$ cat src/sram_host_pkg.sv
// Package with geometry and timing constants for the asynchronous SRAM host controller.
package sram_host_pkg;

   // ************************************************************
   // Geometry
   // ************************************************************
   localparam int ADDR_W = 17;
   localparam int DATA_W = 16;
   localparam int LANE_W = 8;
   localparam int LANES = 2;

   // ************************************************************
   // Timing
   // ************************************************************
   localparam int CLK_PERIOD_NS = 40;
   localparam int RC_NS = 45;            // Least read cycle time.
   localparam int AA_NS = 45;            // Longest address-to-data time.
   localparam int WC_NS = 45;            // Least write cycle time.
   localparam int PWE_NS = 35;           // Least write strobe width.
   localparam int HZ_NS = 18;            // Longest release time of the memory drivers.
   localparam int LZWE_NS = 10;          // Least strobe-high to memory drive time.
   // Least times round up to whole cycles, never below one.
   localparam int READ_CYC = ((AA_NS + CLK_PERIOD_NS - 1) / CLK_PERIOD_NS) + 1;
   localparam int WRITE_CYC = (PWE_NS + CLK_PERIOD_NS - 1) / CLK_PERIOD_NS;
   localparam int TURN_CYC = (HZ_NS + CLK_PERIOD_NS - 1) / CLK_PERIOD_NS;
   localparam int CNT_W = 4;

endpackage : sram_host_pkg

$ cat src/sram_pin_sync.sv
// Two-stage synchroniser for the data pins read back from the memory.
module sram_pin_sync
   import sram_host_pkg::*;
#(
   parameter int WIDTH = 16
) (
   // Clock and reset
   input wire logic clk,
   input wire logic resetn,
   // Data
   input wire logic [WIDTH-1:0] async_in,
   output logic [WIDTH-1:0] sync_out
);

   logic [WIDTH-1:0] meta_reg;
   logic [WIDTH-1:0] sync_reg;

   // ************************************************************
   // Two flops; only the second stage is read by anyone.
   // ************************************************************
   always_ff @(posedge clk or negedge resetn) begin
      if (!resetn) begin
         meta_reg <= '0;
         sync_reg <= '0;
      end else begin
         meta_reg <= async_in;
         sync_reg <= meta_reg;
      end
   end

   assign sync_out = sync_reg;

endmodule : sram_pin_sync

$ cat src/sram_host_ctrl.sv
// Host controller that drives an asynchronous 128K x 16 static RAM through its pins.
// Overview of operation
// Memory holds 131072 words of 16 bits, split into lower and upper lanes.
// Write uses select and strobe low; read uses select and drive low, strobe high.
// Memory drives only the lanes whose enables are low during a read.
// Memory stores only lanes whose enables are low during a write.
// Internal write needs strobe, select and lane enable all active together.
// Write ends at first inactive edge; data is held across that edge.
// Memory is deselected when select is high or both lanes disabled.
// Memory keeps data pins released while output drive is high.
// Select rising with strobe high must not cause memory to drive.
// Host never drives data pins while the memory may be driving them.
// Host keeps write strobe high throughout a read.
// Host sets the address before select and lane enables fall.
// Host keeps lane enables steady while select is high.
// Memory enters standby within 45 ns of select rising.
// A read returns per lane the value last written to that lane.
module sram_host_ctrl
   import sram_host_pkg::*;
(
   // Clock and reset
   input wire logic clk,
   input wire logic resetn,
   // User request
   input wire logic req_valid,
   input wire logic req_write,
   input wire logic [ADDR_W-1:0] req_addr,
   input wire logic [DATA_W-1:0] req_wdata,
   input wire logic [LANES-1:0] req_lane,
   output logic req_ready,
   // User answer
   output logic rsp_valid,
   output logic [DATA_W-1:0] rsp_rdata,
   // Memory pins
   output logic [ADDR_W-1:0] mem_addr,
   output logic chip_select_n,
   output logic write_strobe_n,
   output logic output_drive_n,
   output logic upper_lane_n,
   output logic lower_lane_n,
   input wire logic [DATA_W-1:0] mem_data_in,
   output logic [DATA_W-1:0] mem_data_out,
   output logic [DATA_W-1:0] mem_data_oe
);

   typedef enum logic [2:0] {IDLE, SETUP, RD_WAIT, WR_PULSE, WR_HOLD, TURN} state_e;

   localparam logic [CNT_W-1:0] READ_CNT = CNT_W'(READ_CYC);
   localparam logic [CNT_W-1:0] WRITE_CNT = CNT_W'(WRITE_CYC);
   localparam logic [CNT_W-1:0] TURN_CNT = CNT_W'(TURN_CYC);

   state_e state_reg, state_next;
   logic [CNT_W-1:0] cnt_reg, cnt_next;
   logic wr_reg, wr_next;
   logic [ADDR_W-1:0] addr_reg, addr_next;
   logic [DATA_W-1:0] wdata_reg, wdata_next;
   logic [LANES-1:0] lane_reg, lane_next;
   logic cs_n_reg, cs_n_next;
   logic we_n_reg, we_n_next;
   logic oe_n_reg, oe_n_next;
   logic [LANES-1:0] lane_n_reg, lane_n_next;
   logic drive_reg, drive_next;
   logic rsp_valid_reg, rsp_valid_next;
   logic [DATA_W-1:0] rdata_reg, rdata_next;
   logic [DATA_W-1:0] data_sync;

   // ************************************************************
   // Read-back synchroniser
   // ************************************************************
   // The data pins change without regard to clk, so they are synchronised first.
   sram_pin_sync #(.WIDTH(DATA_W)) u_sync (
      .clk(clk),
      .resetn(resetn),
      .async_in(mem_data_in),
      .sync_out(data_sync)
   );

   // ************************************************************
   // Access sequencer
   // ************************************************************
   // Each access goes SETUP, then the strobe or the read wait, then a release phase.
   always_comb begin
      state_next = state_reg;
      cnt_next = cnt_reg;
      wr_next = wr_reg;
      addr_next = addr_reg;
      wdata_next = wdata_reg;
      lane_next = lane_reg;
      cs_n_next = cs_n_reg;
      we_n_next = we_n_reg;
      oe_n_next = oe_n_reg;
      lane_n_next = lane_n_reg;
      drive_next = drive_reg;
      rsp_valid_next = 1'b0;
      rdata_next = rdata_reg;
      unique case (state_reg)
         IDLE: begin
            // Lane enables stay high while deselected, so they never toggle there.
            cs_n_next = 1'b1;
            lane_n_next = '1;
            we_n_next = 1'b1;
            oe_n_next = 1'b1;
            drive_next = 1'b0;
            if (req_valid && req_lane != '0) begin
               // Address and data are latched one cycle before any control falls.
               addr_next = req_addr;
               wdata_next = req_wdata;
               lane_next = req_lane;
               wr_next = req_write;
               state_next = SETUP;
            end
         end
         SETUP: begin
            cs_n_next = 1'b0;
            lane_n_next = ~lane_reg;
            if (wr_reg) begin
               // Strobe falls with select; output drive stays high so the memory releases.
               we_n_next = 1'b0;
               oe_n_next = 1'b1;
               drive_next = 1'b1;
               cnt_next = WRITE_CNT;
               state_next = WR_PULSE;
            end else begin
               we_n_next = 1'b1;
               oe_n_next = 1'b0;
               drive_next = 1'b0;
               cnt_next = READ_CNT;
               state_next = RD_WAIT;
            end
         end
         RD_WAIT: begin
            if (cnt_reg == '0) begin
               // Sample covers access time plus two synchroniser stages of margin.
               rdata_next = data_sync;
               rsp_valid_next = 1'b1;
               cs_n_next = 1'b1;
               oe_n_next = 1'b1;
               lane_n_next = '1;
               cnt_next = TURN_CNT;
               state_next = TURN;
            end else begin
               cnt_next = cnt_reg - CNT_W'(1);
            end
         end
         WR_PULSE: begin
            if (cnt_reg <= CNT_W'(1)) begin
               // Strobe alone ends the write; select and lanes stay for data hold.
               we_n_next = 1'b1;
               state_next = WR_HOLD;
            end else begin
               cnt_next = cnt_reg - CNT_W'(1);
            end
         end
         WR_HOLD: begin
            // Data held one cycle past the terminating edge, then everything releases.
            cs_n_next = 1'b1;
            lane_n_next = '1;
            drive_next = 1'b0;
            rsp_valid_next = 1'b1;
            cnt_next = TURN_CNT;
            state_next = TURN;
         end
         TURN: begin
            // Gives the memory time to float its drivers before the next access.
            if (cnt_reg <= CNT_W'(1)) begin
               state_next = IDLE;
            end else begin
               cnt_next = cnt_reg - CNT_W'(1);
            end
         end
      endcase
   end

   always_ff @(posedge clk or negedge resetn) begin
      if (!resetn) begin
         state_reg <= IDLE;
         cnt_reg <= '0;
         wr_reg <= 1'b0;
         addr_reg <= '0;
         wdata_reg <= '0;
         lane_reg <= '0;
         cs_n_reg <= 1'b1;
         we_n_reg <= 1'b1;
         oe_n_reg <= 1'b1;
         lane_n_reg <= '1;
         drive_reg <= 1'b0;
         rsp_valid_reg <= 1'b0;
         rdata_reg <= '0;
      end else begin
         state_reg <= state_next;
         cnt_reg <= cnt_next;
         wr_reg <= wr_next;
         addr_reg <= addr_next;
         wdata_reg <= wdata_next;
         lane_reg <= lane_next;
         cs_n_reg <= cs_n_next;
         we_n_reg <= we_n_next;
         oe_n_reg <= oe_n_next;
         lane_n_reg <= lane_n_next;
         drive_reg <= drive_next;
         rsp_valid_reg <= rsp_valid_next;
         rdata_reg <= rdata_next;
      end
   end

   // ************************************************************
   // Outputs
   // ************************************************************
   // Host drives only during a write, and only on the selected lanes.
   assign req_ready = (state_reg == IDLE);
   assign rsp_valid = rsp_valid_reg;
   assign rsp_rdata = rdata_reg;
   assign mem_addr = addr_reg;
   assign chip_select_n = cs_n_reg;
   assign write_strobe_n = we_n_reg;
   assign output_drive_n = oe_n_reg;
   assign lower_lane_n = lane_n_reg[0];
   assign upper_lane_n = lane_n_reg[1];
   assign mem_data_out = wdata_reg;
   assign mem_data_oe = {{LANE_W{drive_reg & lane_reg[1]}}, {LANE_W{drive_reg & lane_reg[0]}}};

endmodule : sram_host_ctrl

$ cat config.mk
export PLATFORM = sky130hd
export DESIGN_NAME = sram_host_ctrl
export DESIGN_NICKNAME = d
export VERILOG_FILES = /design/src/sram_host_pkg.sv /design/src/sram_pin_sync.sv /design/src/sram_host_ctrl.sv
export SDC_FILE = /design/constraint.sdc
export NUM_CORES = 1
export LEC_CHECK = 0
export ABC_AREA = 1
export ABC_CLOCK_PERIOD_IN_PS = 1600
export BUFFER_PORTS_ARGS = -buffer_cell sky130_fd_sc_hd__buf_2
export CORE_MARGIN = 2
export CORE_UTILIZATION = 40
export CTS_CLUSTER_DIAMETER = 40
export CTS_CLUSTER_SIZE = 25
export DETAILED_ROUTE_END_ITERATION = 6
export PLACE_DENSITY = 0.65
export SLEW_MARGIN = 10
export SYNTH_ARGS = -nofsm -noshare
export SYNTH_HDL_FRONTEND = slang
export SYNTH_SLANG_ARGS = --single-unit
$ cat constraint.sdc
create_clock -name clk -period 1.6 [get_ports clk]
set_input_delay 0.24 -clock clk [delete_from_list [all_inputs] [get_ports clk]]
set_output_delay 0.24 -clock clk [all_outputs]
set_load 0.005 [all_outputs]
Word level (Yosys, flattened, before mapping)
Cells that the tools add are included.

word-level totals
  input bits = 55
  register bits = 98

operators by class
  mux-type cells = 22
  $lt $le $gt $ge = 1
  reductions and logical operators = 18
  add/subtract/negate cells = 1
  equality and inequality tests = 10
  bitwise gates (word level) = 3

operators by type and width
  operator                                                                           number
  3-bit case mux with 6 select lines                                                 1
  4-bit case mux with 4 select lines                                                 1
  3-bit two-way mux                                                                  4
  2-bit AND reduction                                                                6
  1-bit case mux with 3 select lines                                                 3
  3-bit nonzero test                                                                 3
  4-bit two-way mux                                                                  2
  2-bit inequality test (second input constant)                                      4
  3-bit by 2-bit == test with 1-bit output (second input constant)                   2
  3-bit == test (second input constant)                                              2
  1-bit two-way mux                                                                  6
  2-bit case mux with 3 select lines                                                 1
  4-bit by 1-bit less-or-equal comparator with 1-bit output (second input constant)  1
  4-bit logical NOT                                                                  1
  2-bit two-way mux                                                                  2
  1-bit case mux with 2 select lines                                                 2
  4-bit AND reduction                                                                1
  2-bit nonzero test                                                                 2
  4-bit nonzero test                                                                 1
  2-bit OR reduction                                                                 2
  4-bit by 1-bit subtractor with 4-bit output (second input constant)                1
  3-bit by 1-bit == test with 1-bit output (second input constant)                   1
  3-bit logical NOT                                                                  1
  1-bit bitwise AND                                                                  2
  other kinds (3)                                                                    3

Depth between registers and ports, before layout
Gate-level depths: netlist of the first run.

  depth after elaboration = 4
  depth in mapped cells = 9
  depth with buffers taken out = 9

By module
Synthesis of the first run repeated with hierarchy kept, for this count alone.

second synthesis, totals
  cells, all modules = 382
  area, all modules = 3782.4 um^2

modules (own cells, without submodules)
  module          area an instance (um^2)  times used  cells each
  sram_host_ctrl  2981.6                   1           350
  sram_pin_sync   800.8                    1           32

Least setup slack after synthesis of the first run
OpenSTA, ideal clock, no wires.

  kind = reg2reg
  start point = reg cnt_reg[0]
  end point = reg rsp_valid_reg, in the netlist rsp_valid
  setup slack = 0.167 ns
  buffers on the path = 1
  clock period less this slack = 1.433 ns
  data required time = 1.473 ns
  cell stages (with the launch flop) = 8
  arrival time = 1.306 ns
  path through = dfrtp_1 > inv_1 > ha_1 > nand2_1 > clkinv_1 > nand2_2 > buf_4 > o21ai_0

between the ends
  cells in the longest elaborated chain, start to end = 3

ends and longest elaborated chain
  element                             RTL line               text
  start: declaration                  sram_host_ctrl.sv:53   logic [CNT_W-1:0] cnt_reg, cnt_next;
  start signal: assignment            sram_host_ctrl.sv:191  cnt_reg <= cnt_next;
  4-bit logical NOT                   sram_host_ctrl.sv:132  if (cnt_reg == '0) begin
  1-bit two-way mux                   sram_host_ctrl.sv:132
  1-bit case mux with 2 select lines  sram_host_ctrl.sv:96   unique case (state_reg)
  named net rsp_valid_next            sram_host_ctrl.sv:63   logic rsp_valid_reg, rsp_valid_next;
  end signal: assignment              sram_host_ctrl.sv:201  rsp_valid_reg <= rsp_valid_next;
  end: declaration                    sram_host_ctrl.sv:63

The timed path passes the listed nets, and every way through them passes these cells.
A chain may end at the register's enable or synchronous reset.

Worst setup path after layout of the first run
  start point = reg state_reg[1]
  end point = reg wdata_reg[2], in the netlist mem_data_out[2]

between the ends
  cells in the longest elaborated chain, start to end = 2

ends and longest elaborated chain
  element                        RTL line               text
  start: declaration             sram_host_ctrl.sv:52   state_e state_reg, state_next;
  start signal: assignment       sram_host_ctrl.sv:190  state_reg <= state_next;
  3-bit logical NOT              sram_host_ctrl.sv:96
  2-bit AND reduction (no line)  --
  end signal: assignment         sram_host_ctrl.sv:194  wdata_reg <= wdata_next;
  end: declaration               sram_host_ctrl.sv:56   logic [DATA_W-1:0] wdata_reg, wdata_next;

No other way between the ends.

==> flow_results.xml, run 1 <==
<?xml version="1.0" encoding="UTF-8"?>
<metrics>
  <group name="cts">
    <metric name="clock_tree.buffer_depth" unit="">2</metric>
    <metric name="ctsRootBufferMaster" unit="">sky130_fd_sc_hd__clkbuf_8</metric>
    <metric name="clkSinkCount" unit="">98</metric>
    <metric name="cts_tree" unit="">done</metric>
    <metric name="cts-buffers-inserted" unit="">9</metric>
    <metric name="ctsHtreeMaxLevel" unit="">3</metric>
    <metric name="clk_pin_slew_worst_paths" unit="ns">0.11</metric>
    <metric name="clk-insertion-delay-late" unit="ns">0.36</metric>
  </group>
  <group name="setup_path">
    <metric name="start_kind" unit="">flop</metric>
    <metric name="timing.critical_path.fanout_max" unit="">42</metric>
    <metric name="critPathKind" unit="">flop to flop</metric>
    <metric name="crit_arrival" unit="ns">1.77</metric>
    <metric name="required_time_at_the_endpoint_of_the_critical_path" unit="ns">1.86</metric>
    <metric name="crit_path_end_kind" unit="">flop</metric>
  </group>
  <group name="drt">
    <metric name="route.detailed.wl_per_inst" unit="um">12.06</metric>
    <metric name="vias_per_cell" unit="">4.409</metric>
    <metric name="detailroute.via_count" unit="">2910</metric>
    <metric name="drt_drc_violations_left" unit="">0</metric>
    <metric name="detail-route-antenna-nets" unit="">0</metric>
    <metric name="firstDrtPassIters" unit="">5</metric>
    <metric name="routed_wirelength" unit="um">7957</metric>
    <metric name="first_iter_violations" unit="">138</metric>
  </group>
  <group name="timing">
    <metric name="drv_slew" unit="">0</metric>
    <metric name="final.setup_skew" unit="ns">0.01016</metric>
    <metric name="setup-violations-final" unit="">0</metric>
    <metric name="fin_tns_setup" unit="ns">0</metric>
    <metric name="post-route-worst-setup-slack" unit="ns">0.09084</metric>
    <metric name="final.period_utilization" unit="%">94.32</metric>
    <metric name="worst_slew_margin_rel" unit="%">69.19</metric>
    <metric name="fmax" unit="MHz">662.6</metric>
    <metric name="worst-slew-pin-transition" unit="ns">0.4622</metric>
    <metric name="timing_hold_violations_final" unit="">0</metric>
    <metric name="fin_crit" unit="ns">1.509</metric>
  </group>
  <group name="power">
    <metric name="fin_total_pwr" unit="W">0.008843</metric>
    <metric name="worst_ir_drop_vdd" unit="uV">633.7</metric>
    <metric name="power.leakage" unit="nW">2.842</metric>
    <metric name="power.density" unit="mW/mm2">1753</metric>
  </group>
  <group name="synth">
    <metric name="synth-seq-area-share" unit="%">62.20</metric>
    <metric name="post_synth_num_cell_types" unit="">27</metric>
    <metric name="async_reset_ff_share" unit="%">100.0</metric>
    <metric name="synth_edf_count" unit="">0</metric>
    <metric name="flop_and_latch_count_out_of_synthesis" unit="">98</metric>
    <metric name="netlist_area" unit="mm2">0.003953</metric>
    <metric name="synth_warnings" unit="">0</metric>
    <metric name="mappedNetlistNets" unit="">440</metric>
    <metric name="synth-main-ff-cell" unit="">sky130_fd_sc_hd__dfrtp_1</metric>
    <metric name="netlist_instances" unit="">383</metric>
    <metric name="synth.avg_cell_area" unit="um2">10.32</metric>
  </group>
  <group name="placed_design">
    <metric name="place_inst" unit="">625</metric>
    <metric name="detailedPlace.worstSlack" unit="ns">0.01811</metric>
    <metric name="port_buffers" unit="">126</metric>
    <metric name="place.gp.congestion" unit="">0.8363</metric>
    <metric name="dp.final_hpwl" unit="um">5729</metric>
  </group>
  <group name="grt">
    <metric name="antenna_found_initial" unit="">0</metric>
    <metric name="grt_pass1_vias" unit="">2734</metric>
    <metric name="grt_start_max_net_pins" unit="">43</metric>
    <metric name="grt.overflow.total" unit="">0</metric>
    <metric name="wire_length_of_the_first_global_routing_pass" unit="um">12740</metric>
    <metric name="globalRouteTotalUtil" unit="%">15.60</metric>
  </group>
  <group name="floorplan">
    <metric name="chipHeight" unit="um">103.4</metric>
    <metric name="initial_core_utilization" unit="%">40.81</metric>
    <metric name="core_area" unit="mm2">0.009684</metric>
    <metric name="rows" unit="">36</metric>
    <metric name="dieArea" unit="mm2">0.01069</metric>
    <metric name="floorplan.die.width" unit="um">103.4</metric>
    <metric name="boundaryPins" unit="">127</metric>
  </group>
  <group name="hold_path">
    <metric name="hold_path_class" unit="">primary input to flop</metric>
  </group>
  <group name="layout">
    <metric name="finish.net_count" unit="">579</metric>
    <metric name="area_of_combinational_cells_with_multiple_inputs" unit="mm2">0.001067</metric>
    <metric name="sequential_cell_area" unit="mm2">0.002459</metric>
    <metric name="final_core_utilization" unit="%">52.08</metric>
    <metric name="largest_reg_flops" unit="">17</metric>
    <metric name="layout.filler_cells" unit="">890</metric>
    <metric name="antenna-diode-count" unit="">0</metric>
    <metric name="layout-drive-gt1-share" unit="%">38.71</metric>
    <metric name="finalNonFillerCells" unit="">660</metric>
    <metric name="area_growth" unit="%">27.60</metric>
  </group>
  <group name="outcome">
    <metric name="status" unit="">finished, final reports clean</metric>
  </group>
  <group name="run">
    <metric name="drv.max_cap_violation_count" unit="">0</metric>
  </group>
</metrics>
-- power by group --
group          internal [W]  total, W  switching (W)
Clock              0.000624   0.00159       0.000965
Combinational       0.00152   0.00347        0.00195
Sequential          0.00333   0.00378       0.000457
Total               0.00547   0.00884        0.00337
-- path summary, 6_finish.rpt --
check | startpoint | endpoint | slack [ns] | cells past startpoint
worst max-delay path | state_reg[1] | mem_data_out[2] | 0.09 | 6
worst min-delay path | req_wdata[13] | mem_data_out[13] | 0.10 | 3
worst max register to register | state_reg[1] | mem_data_out[2] | 0.09 | 6
worst min register to register | u_sync.meta_reg[13] | u_sync.sync_out[13] | 0.35 | 0
max in group asynchronous | resetn | rsp_rdata[5] | 0.70 | 3
min in group asynchronous | resetn | mem_addr[11] | 0.36 | 2
-- per-layer routing --
metal	track usage [%]	vias up	routed length, um	part of all wire, %
li1	-	1443	-	-
met1	19.89	1334	3394	43
met2	24.02	124	3709	47
met3	5.376	9	726	9.1
met4	7.186	0	127	1.6
met5	0	-	0	0
-- stage by stage --
| stage | instance area (um2) | hold WS, ns |
|---|---|---|
| detailed placement | 4646 | 0.2306 |
| CTS | 5021 | 0.07824 |
| floorplan | 3953 | -0.05559 |
| finish | 5044 | 0.1008 |
| global route | 5044 | 0.08584 |
| global placement | 4646 | 0.2246 |
-- cells in the mapped netlist, types with 2 or more instances --
master                     instances  area (um2)
sky130_fd_sc_hd__nand2_2           2       12.51
sky130_fd_sc_hd__nor2_1           11       41.29
sky130_fd_sc_hd__buf_6             9       101.4
sky130_fd_sc_hd__ha_1              2       25.02
sky130_fd_sc_hd__a21oi_1           3       15.01
sky130_fd_sc_hd__a21boi_0          2       15.01
sky130_fd_sc_hd__buf_4            16       120.1
sky130_fd_sc_hd__nand4_1           2       12.51
sky130_fd_sc_hd__o21ai_2          35       306.5
sky130_fd_sc_hd__buf_2             2       10.01
sky130_fd_sc_hd__dfstp_2           5       131.4
sky130_fd_sc_hd__inv_1            52       195.2
sky130_fd_sc_hd__o21ai_0           3       15.01
sky130_fd_sc_hd__nor2_4            2       22.52
sky130_fd_sc_hd__nand2_1         108       405.4
sky130_fd_sc_hd__nor2_2            2       12.51
sky130_fd_sc_hd__nand3_1          25       125.1
sky130_fd_sc_hd__dfrtp_1          93        2327
-- what timing repair did --
action | in CTS | in global routing
setup buffers | 0 | 2
setup endpoints to repair | 0 | 20
hold buffers | 17 | 0
hold endpoints to repair | 43 | 0
resized for setup | 0 | 2
-- kinds of logic after synthesis --
family / Yosys count / synth area share (%)
AO/OA/AOI/OAI: 47 / 9.591
buffers and inverters: 81 / 10.98
XOR/XNOR: 2 / 0.4433
adder cells (fa/ha/maj): 2 / 0.6330
flip-flops: 98 / 62.20
AND/OR/NAND/NOR: 153 / 16.14
-- critical path, cell delays in order (launching register included) --
cell                      delay [ns]
sky130_fd_sc_hd__dfrtp_1        0.42
sky130_fd_sc_hd__nor2_4         0.13
sky130_fd_sc_hd__nand2_2        0.07
sky130_fd_sc_hd__or2_2          0.40
sky130_fd_sc_hd__buf_12         0.22
sky130_fd_sc_hd__nand2_1        0.11
sky130_fd_sc_hd__o21ai_2        0.06
-- area by class of cell --
cell class,instances,share of cell area [%]
sequential,98,48.75
multi-input combinational,204,21.16
timing repair buffer,155,18.71
inverter,54,4.019
tap,133,3.299
clock buffer,9,2.456
clock inverter,7,1.613
-- cell usage in the layout (no fill, tap or decap), types with 2 or more instances in the layout --
| cell type | count |
|---|---|
| sky130_fd_sc_hd__nor2_2 | 2 |
| sky130_fd_sc_hd__o21ai_2 | 35 |
| sky130_fd_sc_hd__buf_4 | 9 |
| sky130_fd_sc_hd__nor2_4 | 2 |
| sky130_fd_sc_hd__inv_1 | 52 |
| sky130_fd_sc_hd__nand4_1 | 2 |
| sky130_fd_sc_hd__clkbuf_8 | 9 |
| sky130_fd_sc_hd__o21ai_0 | 3 |
| sky130_fd_sc_hd__dlygate4sd3_1 | 17 |
| sky130_fd_sc_hd__nor2_1 | 11 |
| sky130_fd_sc_hd__a21boi_0 | 2 |
| sky130_fd_sc_hd__clkinv_4 | 2 |
| sky130_fd_sc_hd__a21oi_1 | 3 |
| sky130_fd_sc_hd__buf_12 | 4 |
| sky130_fd_sc_hd__buf_2 | 125 |
| sky130_fd_sc_hd__dfrtp_1 | 93 |
| sky130_fd_sc_hd__dfstp_2 | 5 |
| sky130_fd_sc_hd__nand2_1 | 108 |
| sky130_fd_sc_hd__inv_8 | 2 |
| sky130_fd_sc_hd__clkinv_8 | 2 |
| sky130_fd_sc_hd__nand3_1 | 25 |
(Power assumes the default switching activity.)
==> run 2: changes to the inputs <==
ABC_AREA = 0   (was 1)
PLACE_DENSITY = 0.66   (was 0.65)
==> run 2 against run 1 <==
Cell count fell by 17%. Critical endpoint is now rsp_rdata[7]. Worst hold slack got worse by 0.014 ns. Fmax shrank 6.2%. The run now ends with setup timing left. Sequential power rose by 2%. Flip-flop and latch count stayed put. Cell area grew 3.5%.
==> flow_results.xml, run 2 <==
<?xml version="1.0" encoding="UTF-8"?>
<metrics>
  <group name="outcome">
    <metric name="status" unit="">finished with violations</metric>
    <metric name="failed_checks" unit="">setup timing</metric>
  </group>
  <group name="layout">
    <metric name="sequential_cell_area" unit="mm2">0.002461</metric>
    <metric name="area_growth" unit="%">36.46</metric>
    <metric name="most_frequent_cells_in_the_layout" unit="">sky130_fd_sc_hd__buf_2 (125), sky130_fd_sc_hd__dfrtp_1 (91), sky130_fd_sc_hd__mux2_4 (25)</metric>
    <metric name="antenna-diode-count" unit="">0</metric>
    <metric name="layout.filler_cells" unit="">783</metric>
    <metric name="layout.cells.most_common" unit="">sky130_fd_sc_hd__buf_2</metric>
    <metric name="layout-drive-gt1-share" unit="%">58.57</metric>
    <metric name="area_of_combinational_cells_with_multiple_inputs" unit="mm2">0.001245</metric>
    <metric name="finish.net_count" unit="">472</metric>
    <metric name="largest_reg_flops" unit="">17</metric>
    <metric name="finalNonFillerCells" unit="">549</metric>
  </group>
  <group name="hold_path">
    <metric name="hold-path-cell-count" unit="">3</metric>
    <metric name="min_delay_worst_endpoint" unit="">wr_reg</metric>
    <metric name="timing.hold.worst.start" unit="">req_write</metric>
    <metric name="hold_path_class" unit="">primary input to flop</metric>
  </group>
  <group name="floorplan">
    <metric name="core_area" unit="mm2">0.009240</metric>
    <metric name="floorplan.die.width" unit="um">101.8</metric>
    <metric name="boundaryPins" unit="">127</metric>
    <metric name="dieArea" unit="mm2">0.01036</metric>
    <metric name="chipHeight" unit="um">101.8</metric>
    <metric name="initial_core_utilization" unit="%">41.41</metric>
    <metric name="rows" unit="">35</metric>
  </group>
  <group name="grt">
    <metric name="grt_start_max_net_pins" unit="">57</metric>
    <metric name="grt.overflow.total" unit="">0</metric>
    <metric name="antenna_found_initial" unit="">0</metric>
    <metric name="wire_length_of_the_first_global_routing_pass" unit="um">12360</metric>
    <metric name="grt_pass1_vias" unit="">2555</metric>
    <metric name="globalRouteTotalUtil" unit="%">15.35</metric>
  </group>
  <group name="setup_path">
    <metric name="timing.critical_path.fanout_max" unit="">16</metric>
    <metric name="crit_family" unit="">flip-flops</metric>
    <metric name="crit-reg2reg-capture" unit="">rsp_rdata[7]</metric>
    <metric name="reg2reg_from" unit="">cnt_reg[0]</metric>
    <metric name="required_time_at_the_endpoint_of_the_critical_path" unit="ns">1.84</metric>
    <metric name="worst_path_cell_trace" unit="">inv_2 &gt; ha_4 &gt; nor4b_4 &gt; nand2_2 &gt; buf_12 &gt; mux2_2</metric>
    <metric name="crit_path_end_kind" unit="">flop</metric>
    <metric name="rr_worst_depth" unit="">6</metric>
    <metric name="critPathKind" unit="">flop to flop</metric>
    <metric name="crit_buf_inv" unit="">2</metric>
    <metric name="cpPeakStageDelay" unit="ns">0.43</metric>
    <metric name="start_kind" unit="">flop</metric>
    <metric name="crit_arrival" unit="ns">1.85</metric>
    <metric name="setup.reg_to_reg.worst_slack" unit="ns">-0.009</metric>
    <metric name="crit_slowest_cell" unit="">sky130_fd_sc_hd__dfrtp_1</metric>
  </group>
  <group name="synth">
    <metric name="netlist_top_cells_area" unit="">sky130_fd_sc_hd__dfrtp_1 (61%), sky130_fd_sc_hd__mux2_4 (7.8%), sky130_fd_sc_hd__mux2_2 (6.8%)</metric>
    <metric name="synth-seq-area-share" unit="%">64.26</metric>
    <metric name="post-synth-top-area-cell" unit="">sky130_fd_sc_hd__dfrtp_1</metric>
    <metric name="synth_warnings" unit="">0</metric>
    <metric name="post_synth_num_cell_types" unit="">44</metric>
    <metric name="yosysTopAreaCellShare" unit="%">60.82</metric>
    <metric name="netlist_area" unit="mm2">0.003826</metric>
    <metric name="flop_and_latch_count_out_of_synthesis" unit="">98</metric>
    <metric name="synth.top_cells.by_count" unit="">sky130_fd_sc_hd__dfrtp_1 (93), sky130_fd_sc_hd__mux2_2 (23), sky130_fd_sc_hd__mux2_4 (20)</metric>
    <metric name="async_reset_ff_share" unit="%">100.0</metric>
    <metric name="yosysMostFrequentCell" unit="">sky130_fd_sc_hd__dfrtp_1</metric>
    <metric name="synth.avg_cell_area" unit="um2">14.89</metric>
    <metric name="netlist_instances" unit="">257</metric>
    <metric name="mappedNetlistNets" unit="">314</metric>
    <metric name="synth_edf_count" unit="">0</metric>
    <metric name="synth-main-ff-cell" unit="">sky130_fd_sc_hd__dfrtp_1</metric>
  </group>
  <group name="run">
    <metric name="drv.max_cap_violation_count" unit="">0</metric>
  </group>
  <group name="timing">
    <metric name="fin_crit" unit="ns">1.609</metric>
    <metric name="final.period_utilization" unit="%">100.5</metric>
    <metric name="final.hold.worst_slack" unit="ns">0.08648</metric>
    <metric name="worst_slew_margin_rel" unit="%">74.72</metric>
    <metric name="timing_hold_violations_final" unit="">0</metric>
    <metric name="drv_slew" unit="">0</metric>
    <metric name="worst-slew-pin-transition" unit="ns">0.3778</metric>
    <metric name="fin_tns_setup" unit="ns">-0.008793</metric>
    <metric name="final.setup_skew" unit="ns">0.01216</metric>
    <metric name="fmax" unit="MHz">621.6</metric>
    <metric name="grt_setup_unrepaired" unit="">true</metric>
    <metric name="setup-violations-final" unit="">1</metric>
    <metric name="post-route-worst-setup-slack" unit="ns">-0.008793</metric>
  </group>
  <group name="drt">
    <metric name="firstDrtPassIters" unit="">4</metric>
    <metric name="route.detailed.wl_per_inst" unit="um">14.31</metric>
    <metric name="detailroute.via_count" unit="">2546</metric>
    <metric name="drt_drc_violations_left" unit="">0</metric>
    <metric name="detail-route-antenna-nets" unit="">0</metric>
    <metric name="first_iter_violations" unit="">59</metric>
    <metric name="routed_wirelength" unit="um">7858</metric>
    <metric name="vias_per_cell" unit="">4.638</metric>
  </group>
  <group name="cts">
    <metric name="clock_tree.buffer_depth" unit="">2</metric>
    <metric name="clk_pin_slew_worst_paths" unit="ns">0.10</metric>
    <metric name="cts_tree" unit="">done</metric>
    <metric name="ctsRootBufferMaster" unit="">sky130_fd_sc_hd__clkbuf_8</metric>
    <metric name="clk-insertion-delay-late" unit="ns">0.36</metric>
    <metric name="clkSinkCount" unit="">98</metric>
    <metric name="cts-buffers-inserted" unit="">9</metric>
    <metric name="ctsHtreeMaxLevel" unit="">3</metric>
  </group>
  <group name="placed_design">
    <metric name="place.gp.congestion" unit="">0.8644</metric>
    <metric name="dp.final_hpwl" unit="um">5306</metric>
    <metric name="place_inst" unit="">508</metric>
    <metric name="port_buffers" unit="">126</metric>
    <metric name="detailedPlace.worstSlack" unit="ns">-0.09073</metric>
  </group>
  <group name="power">
    <metric name="power.density" unit="mW/mm2">1808</metric>
    <metric name="power.leakage" unit="nW">2.549</metric>
    <metric name="fin_total_pwr" unit="W">0.009439</metric>
    <metric name="worst_ir_drop_vdd" unit="uV">751.6</metric>
  </group>
</metrics>
## run 2: changes by cell type in the layout (fill, tap and decap cells not counted), moves of 23 or more
cell	previous run	this run
sky130_fd_sc_hd__nand2_1	108	4
sky130_fd_sc_hd__inv_1	52	5
sky130_fd_sc_hd__mux2_2	0	23
sky130_fd_sc_hd__mux2_4	0	25
sky130_fd_sc_hd__nand3_1	25	2
sky130_fd_sc_hd__o21ai_2	35	1
## run 2: metal layers
metal	GRT usage (%)	wire length (um)	up-vias
met1	20.75	3434	1269
li1	-	-	1203
met4	5.301	55	0
met2	24.09	4015	70
met3	4.003	353	4
met5	0	0	-
## run 2: worst max-delay path by stage
stage                      start           end  slack, ns  depth (start not counted)
finish                cnt_reg[0]  rsp_rdata[7]     -0.009                          6
global route        state_reg[0]  rsp_rdata[7]      -0.06                          5
CTS                   cnt_reg[0]  rsp_rdata[7]      -0.03                          6
detailed placement    cnt_reg[0]  state_reg[0]      -0.09                          6
global placement      cnt_reg[0]  state_reg[0]      -0.03                          6
floorplan           state_reg[1]   lane_reg[1]      -0.11                          4
## run 2: worst reg2reg max path: stages, from the launching register on
cell and delay (ns):
sky130_fd_sc_hd__dfrtp_1 0.43, sky130_fd_sc_hd__inv_2 0.10, sky130_fd_sc_hd__ha_4 0.16, sky130_fd_sc_hd__nor4b_4 0.27
sky130_fd_sc_hd__nand2_2 0.11, sky130_fd_sc_hd__buf_12 0.16, sky130_fd_sc_hd__mux2_2 0.28
## run 2: final cells by class
class	count	share of cell area, %
flip-flops and latches	98	47.14
well taps	129	3.091
repair buffers	173	21.14
multi-input cells	125	23.84
inverters	8	0.5751
clock inverters	7	1.845
clock buffers	9	2.372
## run 2: timing repair
| action | in CTS | in global routing |
|---|---|---|
| pin swaps | 1 | 4 |
| setup buffers | 3 | 4 |
| endpoints found under the setup margin | 27 | 38 |
| hold buffers | 17 | 0 |
| endpoints found under the hold margin | 31 | 0 |
| cloned | 0 | 1 |
| gates resized for setup | 8 | 13 |
## run 2: cell families (layout without fill, tap and decap cells)
group                      after synthesis  after routing  synth area share, %
DFF                                     98             98                64.26
buffers and inverters                   34            197                5.755
adders and majority gates                2              2               0.6539
xor gates and xnor gates                 1              1               0.2289
muxes                                   51             51                16.97
and+or+nand+nor                         34             34                5.886
AOI/OAI and AO/OA                       37             37                6.247
## run 2: metrics by stage
stage / util [%] / instance area [um2]
2_1_floorplan: - / 3860
3_3_place_gp: 50.48 / 4664
3_5_place_dp: 50.48 / 4664
4_1_cts: 55.31 / 5111
5_1_grt: 56.51 / 5221
6_report: 56.51 / 5221
## run 2: report_power, final
group          internal (W)  leakage, nW  switching, W
combinational       0.00226         1.27       0.00161
clock              0.000771        0.108      0.000932
sequential          0.00335         1.17      0.000518
total               0.00638         2.55       0.00306
==> run 3: changes to the inputs <==
SKIP_CTS_REPAIR_TIMING = 1   (was not set)
==> run 3 against run 2 <==
Die area stayed put. Global-route usage is 0.75 points lower. Cell count is 0.36% lower. Critical path type unchanged. Flip-flop and latch count stayed put. Clock power hardly changed. Sequential share of layout area is 0.091 points higher. Utilization is 0.11 points lower. Fmax is 0.44% lower. Non-clock buffer count is 2 lower. Worst setup slack worse by 0.0071 ns. Register-to-register slack hardly changed. The flow still finishes with violations (setup timing).
==> flow_results.xml, run 3 (synthesized netlist as in run 2, its figures left out) <==
<?xml version="1.0" encoding="UTF-8"?>
<metrics>
  <group name="outcome">
    <metric name="status" unit="">finished with violations</metric>
    <metric name="failed_checks" unit="">setup timing</metric>
  </group>
  <group name="setup_path">
    <metric name="crit_arrival" unit="ns">1.86</metric>
    <metric name="reg2reg_from" unit="">cnt_reg[0]</metric>
    <metric name="required_time_at_the_endpoint_of_the_critical_path" unit="ns">1.84</metric>
    <metric name="crit-reg2reg-capture" unit="">rsp_rdata[7]</metric>
    <metric name="setup.reg_to_reg.worst_slack" unit="ns">-0.02</metric>
    <metric name="critPathKind" unit="">flop to flop</metric>
    <metric name="setup.worst_path.start" unit="">cnt_reg[0]</metric>
    <metric name="rr_worst_depth" unit="">6</metric>
    <metric name="timing.critical_path.fanout_max" unit="">16</metric>
    <metric name="crit_path_end_kind" unit="">flop</metric>
    <metric name="start_kind" unit="">flop</metric>
    <metric name="crit_path_end" unit="">rsp_rdata[7]</metric>
  </group>
  <group name="drt">
    <metric name="first_iter_violations" unit="">57</metric>
    <metric name="detailroute.via_count" unit="">2549</metric>
    <metric name="drt_drc_violations_left" unit="">0</metric>
    <metric name="route.detailed.wl_per_inst" unit="um">14.22</metric>
    <metric name="firstDrtPassIters" unit="">4</metric>
    <metric name="routed_wirelength" unit="um">7779</metric>
    <metric name="vias_per_cell" unit="">4.660</metric>
    <metric name="detail-route-antenna-nets" unit="">0</metric>
  </group>
  <group name="cts">
    <metric name="clk_pin_slew_worst_paths" unit="ns">0.10</metric>
    <metric name="ctsHtreeMaxLevel" unit="">3</metric>
    <metric name="cts_tree" unit="">done</metric>
    <metric name="cts-buffers-inserted" unit="">9</metric>
    <metric name="ctsRootBufferMaster" unit="">sky130_fd_sc_hd__clkbuf_8</metric>
    <metric name="clk-insertion-delay-late" unit="ns">0.36</metric>
    <metric name="clock_tree.buffer_depth" unit="">2</metric>
    <metric name="clkSinkCount" unit="">98</metric>
  </group>
  <group name="floorplan">
    <metric name="boundaryPins" unit="">127</metric>
    <metric name="dieArea" unit="mm2">0.01036</metric>
    <metric name="chipHeight" unit="um">101.8</metric>
    <metric name="rows" unit="">35</metric>
    <metric name="initial_core_utilization" unit="%">41.41</metric>
    <metric name="core_area" unit="mm2">0.009240</metric>
    <metric name="floorplan.die.width" unit="um">101.8</metric>
  </group>
  <group name="layout">
    <metric name="largest_reg_flops" unit="">17</metric>
    <metric name="finish.net_count" unit="">470</metric>
    <metric name="layout.cells.most_common" unit="">sky130_fd_sc_hd__buf_2</metric>
    <metric name="layout-drive-gt1-share" unit="%">58.61</metric>
    <metric name="most_frequent_cells_in_the_layout" unit="">sky130_fd_sc_hd__buf_2 (125), sky130_fd_sc_hd__dfrtp_1 (91), sky130_fd_sc_hd__mux2_4 (25)</metric>
    <metric name="layout.filler_cells" unit="">774</metric>
    <metric name="area_growth" unit="%">36.20</metric>
    <metric name="antenna-diode-count" unit="">0</metric>
  </group>
  <group name="placed_design">
    <metric name="port_buffers" unit="">126</metric>
    <metric name="place.gp.congestion" unit="">0.8644</metric>
    <metric name="dp.final_hpwl" unit="um">5306</metric>
  </group>
  <group name="run">
    <metric name="drv.max_cap_violation_count" unit="">0</metric>
  </group>
  <group name="timing">
    <metric name="fmax" unit="MHz">618.9</metric>
    <metric name="worst-slew-pin-transition" unit="ns">0.3501</metric>
    <metric name="post-route-worst-setup-slack" unit="ns">-0.01588</metric>
    <metric name="drv_slew" unit="">0</metric>
    <metric name="timing_hold_violations_final" unit="">0</metric>
    <metric name="grt_setup_unrepaired" unit="">true</metric>
    <metric name="final.setup_skew" unit="ns">0.01272</metric>
    <metric name="final.period_utilization" unit="%">101.0</metric>
    <metric name="fin_tns_setup" unit="ns">-0.02221</metric>
    <metric name="fin_crit" unit="ns">1.616</metric>
    <metric name="setup-violations-final" unit="">3</metric>
    <metric name="worst_slew_margin_rel" unit="%">76.53</metric>
  </group>
  <group name="hold_path">
    <metric name="hold_path_class" unit="">primary input to flop</metric>
    <metric name="hold-path-cell-count" unit="">3</metric>
  </group>
  <group name="grt">
    <metric name="grt_start_max_net_pins" unit="">57</metric>
    <metric name="globalRouteTotalUtil" unit="%">14.60</metric>
    <metric name="antenna_found_initial" unit="">0</metric>
    <metric name="wire_length_of_the_first_global_routing_pass" unit="um">11790</metric>
    <metric name="grt_pass1_vias" unit="">2432</metric>
    <metric name="grt.overflow.total" unit="">0</metric>
  </group>
  <group name="power">
    <metric name="combinationalPowerShare" unit="%">40.7</metric>
    <metric name="power.leakage" unit="nW">2.539</metric>
    <metric name="power.density" unit="mW/mm2">1801</metric>
    <metric name="cell_internal_pwr" unit="W">0.006338</metric>
    <metric name="power.sequential.fraction" unit="%">41.2</metric>
    <metric name="share_clk_of_total_power" unit="%">18.2</metric>
    <metric name="power_switching" unit="W">0.003049</metric>
    <metric name="fin_total_pwr" unit="W">0.009387</metric>
    <metric name="p_sw_share" unit="%">32.48</metric>
    <metric name="worst_ir_drop_vdd" unit="uV">753.6</metric>
  </group>
</metrics>
[run 3: cell type report]
type / instances / area (um2) / share of cell area, %
clock buffers: 9 / 123.9 / 2.377
repair buffers: 171 / 1080 / 20.72
flip-flops and latches: 98 / 2461 / 47.23
clock inverters: 7 / 96.34 / 1.849
inverters: 8 / 32.53 / 0.6242
well taps: 129 / 161.4 / 3.097
multi-input cells: 125 / 1256 / 24.11
[run 3: power groups by stage]
stage                     Combinational (W)  Sequential, W  Clock [W]
after floorplan                     0.00215        0.00386          0
after global routing                0.00417        0.00399    0.00189
after global placement              0.00338        0.00387          0
final                               0.00382        0.00386    0.00170
after detailed placement            0.00346        0.00388          0
after CTS                           0.00346        0.00386    0.00178
[run 3: worst min-delay path by stage]
stage / slack [ns] / end / start
2_1_floorplan: -0.06 / cnt_reg[0] / resetn
3_3_place_gp: 0.14 / u_sync.sync_out[9] / resetn
3_5_place_dp: 0.14 / u_sync.sync_out[13] / resetn
4_1_cts: -0.27 / u_sync.sync_out[13] / resetn
5_1_grt: 0.08 / mem_addr[15] / req_addr[15]
6_report: 0.09 / wr_reg / req_write
[run 3: routing by layer]
| metal | GRT usage (%) | wire length, um | vias up |
|---|---|---|---|
| met3 | 3.244 | 322 | 9 |
| met1 | 19.68 | 3431 | 1283 |
| met4 | 6.133 | 87 | 0 |
| met5 | 0 | 0 | - |
| met2 | 22.87 | 3937 | 61 |
| li1 | - | - | 1196 |
[run 3: metrics by stage]
stage	instances	util [%]	hold slack, ns	worst slack, ns	cell area, um2
2_1_floorplan	257	-	-0.05559	-0.1101	3860
3_3_place_gp	508	50.48	0.1439	-0.02917	4664
3_5_place_dp	508	50.48	0.1428	-0.09073	4664
4_1_cts	524	52.86	-0.2704	-0.1995	4885
5_1_grt	547	56.40	0.07520	-0.08690	5211
6_report	547	56.40	0.08597	-0.01588	5211
[run 3: worst max-delay path: stages (launching register included)]
cell and delay (ns):
sky130_fd_sc_hd__dfrtp_1 0.44, sky130_fd_sc_hd__inv_2 0.10, sky130_fd_sc_hd__ha_4 0.16, sky130_fd_sc_hd__nor4b_4 0.26, sky130_fd_sc_hd__nand2_2 0.11, sky130_fd_sc_hd__buf_12 0.16
sky130_fd_sc_hd__mux2_2 0.28
